### src/rtl/ale_consts.svh
// Constants of the auto-index load, multiply and next execution unit
`ifndef ALE_CONSTS_SVH
`define ALE_CONSTS_SVH

// ==========================================================
// Register map, byte addresses on the bus
`define ALE_OFF_CMD 12'h000
`define ALE_OFF_STAT 12'h004
`define ALE_OFF_PTR 12'h008
`define ALE_OFF_IPTR 12'h00C
`define ALE_OFF_PC 12'h010
`define ALE_OFF_OPA 12'h014
`define ALE_OFF_OPB 12'h018
`define ALE_OFF_RES 12'h01C
`define ALE_OFF_FLAGS 12'h020

// ==========================================================
// Command register fields
`define ALE_CMD_OP_LSB 0
`define ALE_CMD_OP_MSB 3
`define ALE_CMD_SEL_BIT 4

// ==========================================================
// Flag register bit positions
`define ALE_FLG_C 7
`define ALE_FLG_Z 6
`define ALE_FLG_S 5
`define ALE_FLG_V 4
`define ALE_FLG_D 3
`define ALE_FLG_H 2

// ==========================================================
// Reset values
`define ALE_RST_PTR 16'h0000
`define ALE_RST_IPTR 16'h0000
`define ALE_RST_PC 16'h0000
`define ALE_RST_FLAGS 8'h00

`endif

### src/rtl/ale_pkg.sv
// Types of the auto-index load, multiply and next execution unit
package ale_pkg;
  typedef enum logic [3:0] {
    ALE_OP_LOAD_POST_DEC = 4'h0,
    ALE_OP_LOAD_POST_INC = 4'h1,
    ALE_OP_STORE_PRE_DEC = 4'h2,
    ALE_OP_STORE_PRE_INC = 4'h3,
    ALE_OP_WORD_MOVE = 4'h4,
    ALE_OP_UNSIGNED_MULTIPLY = 4'h5,
    ALE_OP_NEXT = 4'h6
  } ale_op_e;

  typedef enum logic [4:0] {
    ALE_ST_IDLE = 5'b00001,
    ALE_ST_ADJ = 5'b00010,
    ALE_ST_MEM = 5'b00100,
    ALE_ST_NXT_HI = 5'b01000,
    ALE_ST_NXT_LO = 5'b10000
  } ale_state_e;
endpackage

### src/rtl/ale_exec.sv
// Execution unit for auto-indexed memory moves, word move, multiply, next
// ==========================================================
// What this block does
// - Load post-dec reads the byte at the pair, then lowers the pair.
// - Load post-inc reads the byte at the pair, then raises the pair.
// - Store pre-dec lowers the pair by one, then writes the source byte.
// - Store pre-inc raises the pair by one, then writes the source byte.
// - The first variant goes to program memory, the second to data memory.
// - An even pair field selects program memory, an odd one data memory.
// - Memory moves, the word move and the next step keep every flag.
// - Moves keep the source; only destination and pointer change.
// - The word move copies the 16-bit source to the destination as a unit.
// - Multiply puts the even register byte times a source byte in the pair.
// - Both multiply operands are unsigned.
// - Multiply sets carry when the product exceeds 255, else clears it.
// - Multiply sets zero and sign, clears overflow, keeps D and H.
// - Next loads the PC with the word at the pointer, then steps it by 2.
`timescale 1ns/1ps
`include "ale_consts.svh"
`default_nettype none
module ale_exec
  import ale_pkg::*;
(
  input wire logic hclk,
  input wire logic hresetn,
  input wire logic hsel,
  input wire logic [11:0] haddr,
  input wire logic [1:0] htrans,
  input wire logic hwrite,
  input wire logic [2:0] hsize,
  input wire logic [31:0] hwdata,
  input wire logic hready,
  output logic [31:0] hrdata,
  output logic hreadyout,
  output logic hresp,
  output logic mem_req,
  output logic mem_we,
  output logic mem_prog,
  output logic [15:0] mem_addr,
  output logic [7:0] mem_wdata,
  input wire logic mem_ack,
  input wire logic [7:0] mem_rdata
);
  // ==========================================================
  // Bus address phase capture
  logic wr_pend_ff;
  logic [11:0] wr_addr_ff;
  logic [31:0] rdata_ff;
  wire bus_go = hsel & hready & htrans[1];
  wire rd_go = bus_go & ~hwrite;
  wire wr_go = bus_go & hwrite;

  // ==========================================================
  // Architectural state seen through registers
  logic [15:0] ptr_ff;
  logic [15:0] iptr_ff;
  logic [15:0] pc_ff;
  logic [15:0] opa_ff;
  logic [7:0] opb_ff;
  logic [15:0] res_ff;
  logic [7:0] flags_ff;
  logic [3:0] op_ff;
  logic sel_ff;
  logic [7:0] nhi_ff;
  ale_state_e st_ff;
  ale_state_e nxt_st;

  wire busy = (st_ff != ALE_ST_IDLE);
  wire wr_cmd = wr_pend_ff & (wr_addr_ff == `ALE_OFF_CMD);
  wire wr_ptr = wr_pend_ff & (wr_addr_ff == `ALE_OFF_PTR) & ~busy;
  wire wr_iptr = wr_pend_ff & (wr_addr_ff == `ALE_OFF_IPTR) & ~busy;
  wire wr_pc = wr_pend_ff & (wr_addr_ff == `ALE_OFF_PC) & ~busy;
  wire wr_opa = wr_pend_ff & (wr_addr_ff == `ALE_OFF_OPA) & ~busy;
  wire wr_opb = wr_pend_ff & (wr_addr_ff == `ALE_OFF_OPB) & ~busy;
  wire wr_flg = wr_pend_ff & (wr_addr_ff == `ALE_OFF_FLAGS) & ~busy;
  wire [3:0] cmd_op = hwdata[`ALE_CMD_OP_MSB:`ALE_CMD_OP_LSB];
  wire start = wr_cmd & ~busy & (cmd_op <= 4'h6);

  // ==========================================================
  // Operation decode
  wire is_mem = (op_ff <= 4'h3);
  wire is_store = (op_ff == ALE_OP_STORE_PRE_DEC) |
                  (op_ff == ALE_OP_STORE_PRE_INC);
  wire step_down = (op_ff == ALE_OP_LOAD_POST_DEC) |
                   (op_ff == ALE_OP_STORE_PRE_DEC);
  wire is_next = (op_ff == ALE_OP_NEXT);
  // Odd pair field means data memory
  wire prog_space = ~sel_ff;

  // ==========================================================
  // Pointer stepper shared by memory moves and next
  logic [15:0] step_in;
  logic [15:0] stepped;
  wire [2:0] step_amt = is_next ? 3'h2 : 3'h1;
  assign step_in = is_next ? iptr_ff : ptr_ff;
  ale_ptr_step u_step (
    .ptr(step_in),
    .step(step_amt),
    .down(step_down & ~is_next),
    .stepped(stepped)
  );

  // ==========================================================
  // Unsigned multiply of even register byte by 8-bit source
  wire [15:0] product = {8'h00, opa_ff[15:8]} * {8'h00, opb_ff};
  wire prod_c = (product > 16'h00FF);
  wire prod_z = (product == 16'h0000);
  wire prod_s = product[15];

  // ==========================================================
  // Sequencer
  always_comb begin
    nxt_st = st_ff;
    unique case (st_ff)
      ALE_ST_IDLE: begin
        if (start) begin
          nxt_st = ALE_ST_ADJ;
        end
      end
      ALE_ST_ADJ: begin
        if (is_next) begin
          nxt_st = ALE_ST_NXT_HI;
        end else if (is_mem) begin
          nxt_st = ALE_ST_MEM;
        end else begin
          nxt_st = ALE_ST_IDLE;
        end
      end
      ALE_ST_MEM: begin
        if (mem_ack) begin
          nxt_st = ALE_ST_IDLE;
        end
      end
      ALE_ST_NXT_HI: begin
        if (mem_ack) begin
          nxt_st = ALE_ST_NXT_LO;
        end
      end
      ALE_ST_NXT_LO: begin
        if (mem_ack) begin
          nxt_st = ALE_ST_IDLE;
        end
      end
      default: nxt_st = ALE_ST_IDLE;
    endcase
  end

  // Memory port: stores use the pointer already stepped in ADJ
  assign mem_req = (st_ff == ALE_ST_MEM) | (st_ff == ALE_ST_NXT_HI) |
                   (st_ff == ALE_ST_NXT_LO);
  assign mem_we = (st_ff == ALE_ST_MEM) & is_store;
  assign mem_prog = is_next | prog_space;
  assign mem_addr = (st_ff == ALE_ST_NXT_LO) ? iptr_ff + 16'h0001 :
                    (st_ff == ALE_ST_NXT_HI) ? iptr_ff : ptr_ff;
  assign mem_wdata = opb_ff;

  // ==========================================================
  // State and command capture
  always_ff @(posedge hclk or negedge hresetn) begin
    if (!hresetn) begin
      st_ff <= ALE_ST_IDLE;
      op_ff <= 4'h0;
      sel_ff <= 1'b0;
    end else begin
      st_ff <= nxt_st;
      if (start) begin
        op_ff <= cmd_op;
        sel_ff <= hwdata[`ALE_CMD_SEL_BIT];
      end
    end
  end

  // Pointer: stores step first, loads step after the read completes
  wire ptr_pre = (st_ff == ALE_ST_ADJ) & is_store;
  wire ptr_post = (st_ff == ALE_ST_MEM) & mem_ack & ~is_store;
  always_ff @(posedge hclk or negedge hresetn) begin
    if (!hresetn) begin
      ptr_ff <= `ALE_RST_PTR;
    end else if (ptr_pre | ptr_post) begin
      ptr_ff <= stepped;
    end else if (wr_ptr) begin
      ptr_ff <= hwdata[15:0];
    end
  end

  // Next: high byte first, then low byte, then step by two
  always_ff @(posedge hclk or negedge hresetn) begin
    if (!hresetn) begin
      iptr_ff <= `ALE_RST_IPTR;
      pc_ff <= `ALE_RST_PC;
      nhi_ff <= 8'h00;
    end else begin
      if ((st_ff == ALE_ST_NXT_HI) & mem_ack) begin
        nhi_ff <= mem_rdata;
      end
      if ((st_ff == ALE_ST_NXT_LO) & mem_ack) begin
        pc_ff <= {nhi_ff, mem_rdata};
        iptr_ff <= stepped;
      end else if (wr_iptr) begin
        iptr_ff <= hwdata[15:0];
      end
      if (wr_pc) begin
        pc_ff <= hwdata[15:0];
      end
    end
  end

  // Operands are only written by software, never by execution
  always_ff @(posedge hclk or negedge hresetn) begin
    if (!hresetn) begin
      opa_ff <= 16'h0000;
      opb_ff <= 8'h00;
    end else begin
      if (wr_opa) begin
        opa_ff <= hwdata[15:0];
      end
      if (wr_opb) begin
        opb_ff <= hwdata[7:0];
      end
    end
  end

  // Result register: loaded byte, moved word or product
  wire do_mul = (st_ff == ALE_ST_ADJ) & (op_ff == ALE_OP_UNSIGNED_MULTIPLY);
  wire do_mov = (st_ff == ALE_ST_ADJ) & (op_ff == ALE_OP_WORD_MOVE);
  wire do_ld = (st_ff == ALE_ST_MEM) & mem_ack & ~is_store;
  always_ff @(posedge hclk or negedge hresetn) begin
    if (!hresetn) begin
      res_ff <= 16'h0000;
    end else if (do_mul) begin
      res_ff <= product;
    end else if (do_mov) begin
      res_ff <= opa_ff;
    end else if (do_ld) begin
      res_ff <= {8'h00, mem_rdata};
    end
  end

  // Flags change only on multiply or a flags write; D and H are never touched by multiply
  always_ff @(posedge hclk or negedge hresetn) begin
    if (!hresetn) begin
      flags_ff <= `ALE_RST_FLAGS;
    end else if (do_mul) begin
      flags_ff[`ALE_FLG_C] <= prod_c;
      flags_ff[`ALE_FLG_Z] <= prod_z;
      flags_ff[`ALE_FLG_S] <= prod_s;
      flags_ff[`ALE_FLG_V] <= 1'b0;
    end else if (wr_flg) begin
      flags_ff <= hwdata[7:0];
    end
  end

  // ==========================================================
  // Bus slave: always ready, always OKAY, reads registered
  logic [31:0] rd_mux;
  always_comb begin
    unique case (haddr)
      `ALE_OFF_STAT: rd_mux = {27'h0000000, st_ff};
      `ALE_OFF_PTR: rd_mux = {16'h0000, ptr_ff};
      `ALE_OFF_IPTR: rd_mux = {16'h0000, iptr_ff};
      `ALE_OFF_PC: rd_mux = {16'h0000, pc_ff};
      `ALE_OFF_OPA: rd_mux = {16'h0000, opa_ff};
      `ALE_OFF_OPB: rd_mux = {24'h000000, opb_ff};
      `ALE_OFF_RES: rd_mux = {16'h0000, res_ff};
      `ALE_OFF_FLAGS: rd_mux = {24'h000000, flags_ff};
      default: rd_mux = 32'h00000000;
    endcase
  end

  always_ff @(posedge hclk or negedge hresetn) begin
    if (!hresetn) begin
      wr_pend_ff <= 1'b0;
      wr_addr_ff <= 12'h000;
      rdata_ff <= 32'h00000000;
    end else begin
      wr_pend_ff <= wr_go;
      if (wr_go) begin
        wr_addr_ff <= haddr;
      end
      if (rd_go) begin
        rdata_ff <= rd_mux;
      end
    end
  end

  assign hrdata = rdata_ff;
  assign hreadyout = 1'b1;
  assign hresp = 1'b0;

  // ==========================================================
  // Checks
  wire mem_done = (st_ff == ALE_ST_MEM) & mem_ack;

  load_order_a: assert property (@(posedge hclk) disable iff (!hresetn)
    (st_ff == ALE_ST_ADJ) & is_mem & ~is_store |=> $stable(ptr_ff))
    else $error("load pointer stepped before read");

  // Expected step worked out here, not taken from the shared stepper
  load_step_a: assert property (@(posedge hclk) disable iff (!hresetn)
    mem_done & ~is_store |=> ptr_ff == ($past(step_down) ?
      $past(ptr_ff) - 16'h0001 : $past(ptr_ff) + 16'h0001))
    else $error("load pointer not stepped after read");

  store_pre_a: assert property (@(posedge hclk) disable iff (!hresetn)
    (st_ff == ALE_ST_ADJ) & is_store & step_down
    |=> ptr_ff == $past(ptr_ff) - 16'h0001)
    else $error("pre-decrement wrong");

  store_inc_a: assert property (@(posedge hclk) disable iff (!hresetn)
    (st_ff == ALE_ST_ADJ) & is_store & ~step_down
    |=> ptr_ff == $past(ptr_ff) + 16'h0001)
    else $error("pre-increment wrong");

  space_sel_a: assert property (@(posedge hclk) disable iff (!hresetn)
    (st_ff == ALE_ST_MEM) |-> mem_prog == ~sel_ff)
    else $error("memory space wrong");

  flags_keep_a: assert property (@(posedge hclk) disable iff (!hresetn)
    busy & (op_ff != ALE_OP_UNSIGNED_MULTIPLY) |=> $stable(flags_ff))
    else $error("flags changed");

  mul_carry_a: assert property (@(posedge hclk) disable iff (!hresetn)
    do_mul |=> flags_ff[`ALE_FLG_C] == (res_ff > 16'h00FF)
      && !flags_ff[`ALE_FLG_V])
    else $error("multiply carry wrong");

  mul_dh_a: assert property (@(posedge hclk) disable iff (!hresetn)
    do_mul |=> flags_ff[3:2] == $past(flags_ff[3:2])
      && flags_ff[`ALE_FLG_Z] == (res_ff == 16'h0000)
      && flags_ff[`ALE_FLG_S] == res_ff[15])
    else $error("multiply D/H, zero or sign wrong");

  next_step_a: assert property (@(posedge hclk) disable iff (!hresetn)
    (st_ff == ALE_ST_NXT_LO) & mem_ack
    |=> iptr_ff == $past(iptr_ff) + 16'h0002)
    else $error("next step wrong");

  src_keep_a: assert property (@(posedge hclk) disable iff (!hresetn)
    busy |=> $stable(opb_ff) && $stable(opa_ff))
    else $error("source altered");

  cov_store: cover property (@(posedge hclk) mem_req & mem_we & mem_ack);
  cov_load: cover property (@(posedge hclk) mem_done & ~mem_we);
  cov_mul: cover property (@(posedge hclk) do_mul & prod_c);
  cov_next: cover property (@(posedge hclk)
    (st_ff == ALE_ST_NXT_LO) & mem_ack);
endmodule
`default_nettype wire

### src/rtl/ale_ptr_step.sv
// 16-bit pointer stepper that treats a register pair as one value
`timescale 1ns/1ps
`default_nettype none
module ale_ptr_step (
  input wire logic [15:0] ptr,
  input wire logic [2:0] step,
  input wire logic down,
  output logic [15:0] stepped
);
  // Whole-word add keeps carry and borrow crossing between the two bytes
  wire [15:0] step_wide = {13'h0000, step};
  assign stepped = down ? ptr - step_wide : ptr + step_wide;
endmodule
`default_nettype wire

### config.mk
export PLATFORM = sky130hd
export DESIGN_NAME = ale_exec
export DESIGN_NICKNAME = d
export VERILOG_FILES = /design/src/rtl/ale_pkg.sv /design/src/rtl/ale_exec.sv /design/src/rtl/ale_ptr_step.sv
export VERILOG_INCLUDE_DIRS = /design/src /design/src/rtl
export SDC_FILE = /design/constraint.sdc
export NUM_CORES = 1
export LEC_CHECK = 0
export BUFFER_PORTS_ARGS = -buffer_cell sky130_fd_sc_hd__buf_2
export CORE_MARGIN = 2
export CORE_UTILIZATION = 45
export DETAILED_ROUTE_END_ITERATION = 8
export PLACE_DENSITY = 0.74
export SLEW_MARGIN = 10
export SYNTH_ARGS = -nofsm -noshare
export SYNTH_HDL_FRONTEND = slang
export SYNTH_SLANG_ARGS = --single-unit
### constraint.sdc
create_clock -name hclk -period 5.8 [get_ports hclk]
set_clock_uncertainty 0.2 [all_clocks]
set_input_delay 0 -clock hclk [delete_from_list [all_inputs] [get_ports hclk]]
set_output_delay 0 -clock hclk [all_outputs]
set_load 0.005 [all_outputs]
Word level (Yosys, flattened, before mapping)
Cells that the tools add are included.
Storage, ports and cells
  bits in registers: 159
  bits of input ports: 63
  output and inout bits: 61
  word-level logic and storage cells: 124
Operators by class
  $add $sub $neg: 3
  multiply operators: 1
  magnitude comparators: 3
  eq/ne operators: 28
  multiplexer cells: 23
  bitwise logic cells: 40
  reduce and logical (&&, ||, !) cells: 11
Operators with widths (count)
  2-to-1 mux 16 bit: 13
  one-hot mux 16 bit (8 select lines): 1
  equality test 12 x 5 -> 1 bit, second input constant: 7
  equality test 12 x 4 -> 1 bit, second input constant: 4
  AND 1 bit: 28
  equality test 12 x 6 -> 1 bit, second input constant: 2
  one-hot mux 5 bit (4 select lines): 1
  adder 16 x 1 -> 16 bit, second input constant: 1
  adder 16 x 2 -> 16 bit: 1
  > comparator 16 x 8 -> 1 bit, second input constant: 1
  logical NOT 16 bit: 1
  multiplier 8 x 8 -> 16 bit: 1
  subtractor 16 x 2 -> 16 bit: 1
  2-to-1 mux 5 bit: 3
  equality test 12 x 3 -> 1 bit, second input constant: 1
  equality test 4 x 3 -> 1 bit, second input constant: 3
  logical NOT 12 bit: 1
  equality test 4 x 2 -> 1 bit, second input constant: 2
  2-to-1 mux 4 bit: 2
  2-to-1 mux 8 bit: 1
  nonzero test 2 bit: 4
  NOT 1 bit: 6
  OR 1 bit: 6
  equality test 5 x 1 -> 1 bit, second input constant: 1
  other kinds (16): 17

Longest topological paths before layout
  word-level depth: 7
  mapped depth: 18
  mapped depth without buffers: 17

By module
Synthesis repeated with hierarchy kept, for this count alone.
Second synthesis, totals
  cells, all modules: 1199
  area total of the unflattened synthesis: 11126.9 um^2
By module, submodules not included
  ale_exec: instances 1, cells each 1086, area each 10291.1 um^2, seq. area each 3579.7 um^2
  ale_ptr_step: instances 1, cells each 113, area each 835.8 um^2, seq. area each 0.0 um^2

Worst setup path after synthesis
OpenSTA, ideal clock, no wires.
  path kind: reg2reg
  start: register opb_ff[7] (netlist: mem_wdata[7])
  end: register flags_ff[7]
  library setup time: 0.145 ns
  data arrival time: 4.491 ns
  required time: 5.455 ns
  slack: 0.964 ns
  stages on the path, launching flop included: 18
  buffers on the path: 1
  period minus slack after synthesis: 4.836 ns
  cell sequence: dfrtp_1 > clkbuf_1 > nand2_1 > fa_1 > fa_1 > inv_1 > fa_1 > inv_1 > fa_1 > inv_1 > ha_1 > o21ai_0 > o21bai_1 > and2_1 > a211oi_1 > nand4_1 > o311ai_0 > o211ai_1
On the way
  cells in the longest elaborated chain, start to end: 3
RTL lines
  from (decl): line ale_exec.sv:59  | logic [7:0] opb_ff;
  from (signal assigned): line ale_exec.sv:218  | opb_ff <= hwdata[7:0];
  multiplier 8 x 8 -> 16 bit: line ale_exec.sv:105  | wire [15:0] product = {8'h00, opa_ff[15:8]} * {8'h00, opb_ff};
  > comparator 16 x 8 -> 1 bit: line ale_exec.sv:106  | wire prod_c = (product > 16'h00FF);
  2-to-1 mux 4 bit: line ale_exec.sv:243  | end else if (do_mul) begin
  to (signal assigned): line ale_exec.sv:242  | flags_ff <= `ALE_RST_FLAGS;
  to (signal, indexed assignment): line ale_exec.sv:244  | flags_ff[`ALE_FLG_C] <= prod_c;
  to (signal, indexed assignment): line ale_exec.sv:245  | flags_ff[`ALE_FLG_Z] <= prod_z;
  to (decl): line ale_exec.sv:61  | logic [7:0] flags_ff;
No other way between the ends.
A chain may end at the register's enable or synchronous reset.

Final worst setup path
  start: register opa_ff[11]
  end: register flags_ff[7]
On the way
  cells in the longest elaborated chain, start to end: 3
RTL lines
  from (decl): line ale_exec.sv:58  | logic [15:0] opa_ff;
  from (signal assigned): line ale_exec.sv:215  | opa_ff <= hwdata[15:0];
  multiplier 8 x 8 -> 16 bit: line ale_exec.sv:105
  > comparator 16 x 8 -> 1 bit: line ale_exec.sv:106
  2-to-1 mux 4 bit: line ale_exec.sv:243
No other way between the ends.

==> impl_results.md <==
- Combinational power share: 10.9%
- Reg2reg setup slack: 490 ps
- Grt total ovfl: 0
- Total CTS buffers: 17
- Largest net degree at the start of global routing: 90
- TNS Setup: 0 ps
- Slew @ Worst Pin: 1270 ps
- Outcome: finished with violations
- Routed len/inst: 19.9 µm
- Setup Buffers After CTS: 0
- Clock power frac: 44.5%
- Final Hold Vio Count: 3
- Worst min-delay path class: primary input to asynchronous set/reset pin
- Static Leak: 6.04 nW
- Reg power frac: 44.5%
- CP most frequent cell: fa_1
- Initial antenna violation count: 0
- Period utilization: 91.5%
- Minimum clock period: 5310 ps
- Sequential share of the synthesized area: 33.7%
- WL met1: 13300 µm
- Yosys reg bits: 143
- Vias/cell: 5.94
- Syn Std Cell Area: 10600 µm²
- Fill cell count: 2078
- Gpl congestion: 0.949
- RSZ-0062 raised after global routing: no
- Reg clk slew, reported paths: 70 ps
- CP Capture Type: flop
- Routed via count: 9541
- Final Max Tran Viols: 0
- Highest Signal Layer: met4
- GRT Util Overall: 26.1%
- Largest family of logic cells by synthesized area: simple AND/OR/NAND/NOR gates
- Compound-Gate Fraction of Synth Area: 17.7%
- DP Area: 11200 µm²
- DR DRC count: 0
- Synth-to-Final Area Change: 15.8%
- Max VDD drop: 204 µV
- Core area: 23300 µm²
- Buffer depth of the longest clock path: 2
- Pwr dens: 198 nW/µm²
- Fraction of layout cells with a size suffix above 1: 15.8%
- Cell area after layout: 12300 µm²
- Worst R2R End: flags_ff[7]
- Crit-path cells: nand2_1 -> fa_1 -> fa_1 -> inv_1 -> fa_1 -> inv_1 -> fa_1 -> inv_1 -> ha_1 -> o21ai_0 -> o21bai_1 -> and2_1 -> a211oi_1 -> nand4_1 -> o311ai_0 -> o211ai_1
- Synth Area in Adders: 13.1%
- Critical path required time: 5890 ps
- Worst endpoint data arrival time: 5400 ps
- DR WL met3: 2480 µm
- CP peak stage delay: 650 ps
- Root buf cell: clkbuf_16
- ANT cells: 0
- Die ar.: 24800 µm²
- Max-cap viol count: 0
- Tot Pwr: 0.00243 W
- Mux contribution to synthesized area: 8.19%
- Synth Area per Inst: 9.10 µm²
- CTS Sinks: 143
- CP Buf/Inv Count: 3
- Failing checks: negative hold slack
- CP delay by family, top: adder cells
- Vias in the first global route: 9178
- Switching pwr: 0.000681 W
- Internal power: 0.00175 W
- First-pass GRT wire length: 50000 µm
- Worst slew margin: 15.0%
- CTS tree: built
- Worst skew pair latency: 430 ps
- Reg2reg start: opa_ff[11]
- Yosys warnings: 0
- Pre-antenna DRT Iters: 9
- Max Fclk: 0.188 GHz
- Mapped Cells: 1167
- Die Wd: 158 µm
- Sw frac: 28.0%
- # setup viols final: 0
- IO buf count: 85
- Initial Util: 45.5%
- Die height: 158 µm
- Synth cell types: 73
- Initial drt markers: 1023
- Antenna-violating nets left: 0
- DP HPWL: 22600 µm
- Routed wl met2: 14900 µm
- Post-synth EDFFs: 0
- Max H-tree Level: 4
- Startpoint class of the critical path: flop
- Simple-gate share of the synthesized area: 19.1%
- Slowest CP cell: dfrtp_1
- Site Rows: 56
- Hold WS: -7.01 ps
- Maximum fanout along the worst path: 11
- Layout Nets: 1427
- Setup CP Type: flop to flop
- Reg2Reg Depth: 16
- Post-synthesis xor/xnor area fraction: 1.90%
- # IOs: 124
- Top FF cell, synth: dfrtp_1
- Async S/R FF share, synth: 100%
- Detailed-route wire length: 31900 µm
metrics by stage:
stage | util [%] | hold slack [ps] | cells | setup WS [ps]
floorplan | - | -496 | 1183 | 964
global placement | 48.0 | -71.2 | 1523 | 696
detailed placement | 48.0 | -69.4 | 1523 | 605
CTS | 52.7 | 0.533 | 1607 | 582
global route | 52.7 | 70.8 | 1607 | 191
finish | 52.7 | -7.01 | 1607 | 490
kinds of logic after synthesis:
group,Yosys count
adder cells (fa/ha/maj),89
multiplexers,74
AND/OR/NAND/NOR,408
AO/OA/AOI/OAI,282
flip-flops,143
XOR/XNOR,23
buffers and inverters,146
other,2
power groups by stage:
stage	registers (W)	logic (W)	clock network, W
finish	0.00108	0.000265	0.00108
global route	0.00109	0.000292	0.00113
CTS	0.00108	0.000261	0.00109
detailed placement	0.00110	0.000224	0
global placement	0.00110	0.000218	0
floorplan	0.00108	0.000148	0
layout by cell type, fill, tap and decap left out, types with 25 or more instances in the layout:
master and instances:
nand2_1 184, dfrtp_1 142, buf_2 84, o21ai_0 71, inv_1 70, a21oi_1 68
nor2_1 62, and2_1 54, ha_1 52, dlygate4sd3_1 52, mux2_2 43, a22oi_1 39
fa_1 37, mux2i_1 25
timing repair:
action	in CTS	in global routing
resized for setup	0	0
hold buffers	52	0
hold endpoints to repair	204	0
worst max-delay path by stage:
stage,startpoint,end,slack (ps),depth (start not counted)
final,opa_ff[11],flags_ff[7],490,16
after global routing,mem_wdata[7],flags_ff[7],190,16
after CTS,opa_ff[11],flags_ff[7],580,16
after detailed placement,opa_ff[11],flags_ff[7],600,16
after global placement,mem_wdata[5],flags_ff[7],700,16
after floorplan,mem_wdata[7],flags_ff[7],960,17
routing by layer:
| layer | track usage (%) | up-vias |
|---|---|---|
| met1 | 34.3 | 4661 |
| li1 | - | 4298 |
| met4 | 11.2 | 0 |
| met3 | 4.82 | 85 |
| met5 | 0 | - |
| met2 | 42.2 | 497 |
synthesized netlist by cell type (4+ instances only):
cell	number	share of area, %
nor4_1	6	0.35
or3_1	4	0.24
a222oi_1	4	0.38
a221o_1	11	1.0
o211ai_1	5	0.35
nor3_2	4	0.38
and2_1	54	3.2
mux2_2	43	4.6
dfrtp_1	142	33
nand2b_1	4	0.24
xnor2_1	13	1.1
fa_1	37	7.0
inv_1	70	2.5
buf_2	9	0.42
a31oi_1	6	0.35
nand3_1	16	0.75
buf_1	4	0.14
o21ai_0	71	3.3
xor2_1	10	0.82
nand3b_1	4	0.28
nor2b_1	17	1.0
o22ai_1	5	0.29
a21oi_1	68	3.2
ha_1	52	6.1
nand4_1	4	0.24
and3_1	8	0.47
a22o_1	5	0.41
nor3_1	16	0.75
a211oi_1	14	0.99
a221oi_1	7	0.58
mux4_2	6	1.3
o211a_1	6	0.57
mux2i_1	25	2.4
clkbuf_1	38	1.3
a21o_1	16	1.1
nand2_1	184	6.5
nor2_1	63	2.2
nor3b_1	4	0.28
a22oi_1	39	2.8
buf_4	22	1.6
sequential cells by signal (all words and copies together), names as in the netlist, 12 cells and up:
signal      count
iptr_ff        16
wr_addr_ff     12
ptr_ff         16
pc_ff          16
res_ff         16
opa_ff         16
hrdata         16
area by class of cell:
type	instances	area (µm²)	area share, %
Multi-Input combinational cell	894	6440	52.4
Sequential cell	143	3580	29.1
Timing Repair Buffer	149	1040	8.48
Clock buffer	17	425	3.46
Tap cell	319	399	3.25
Inverter	70	263	2.14
Clock inverter	15	146	1.19
No activity file was read; power rests on OpenSTA's default activity.
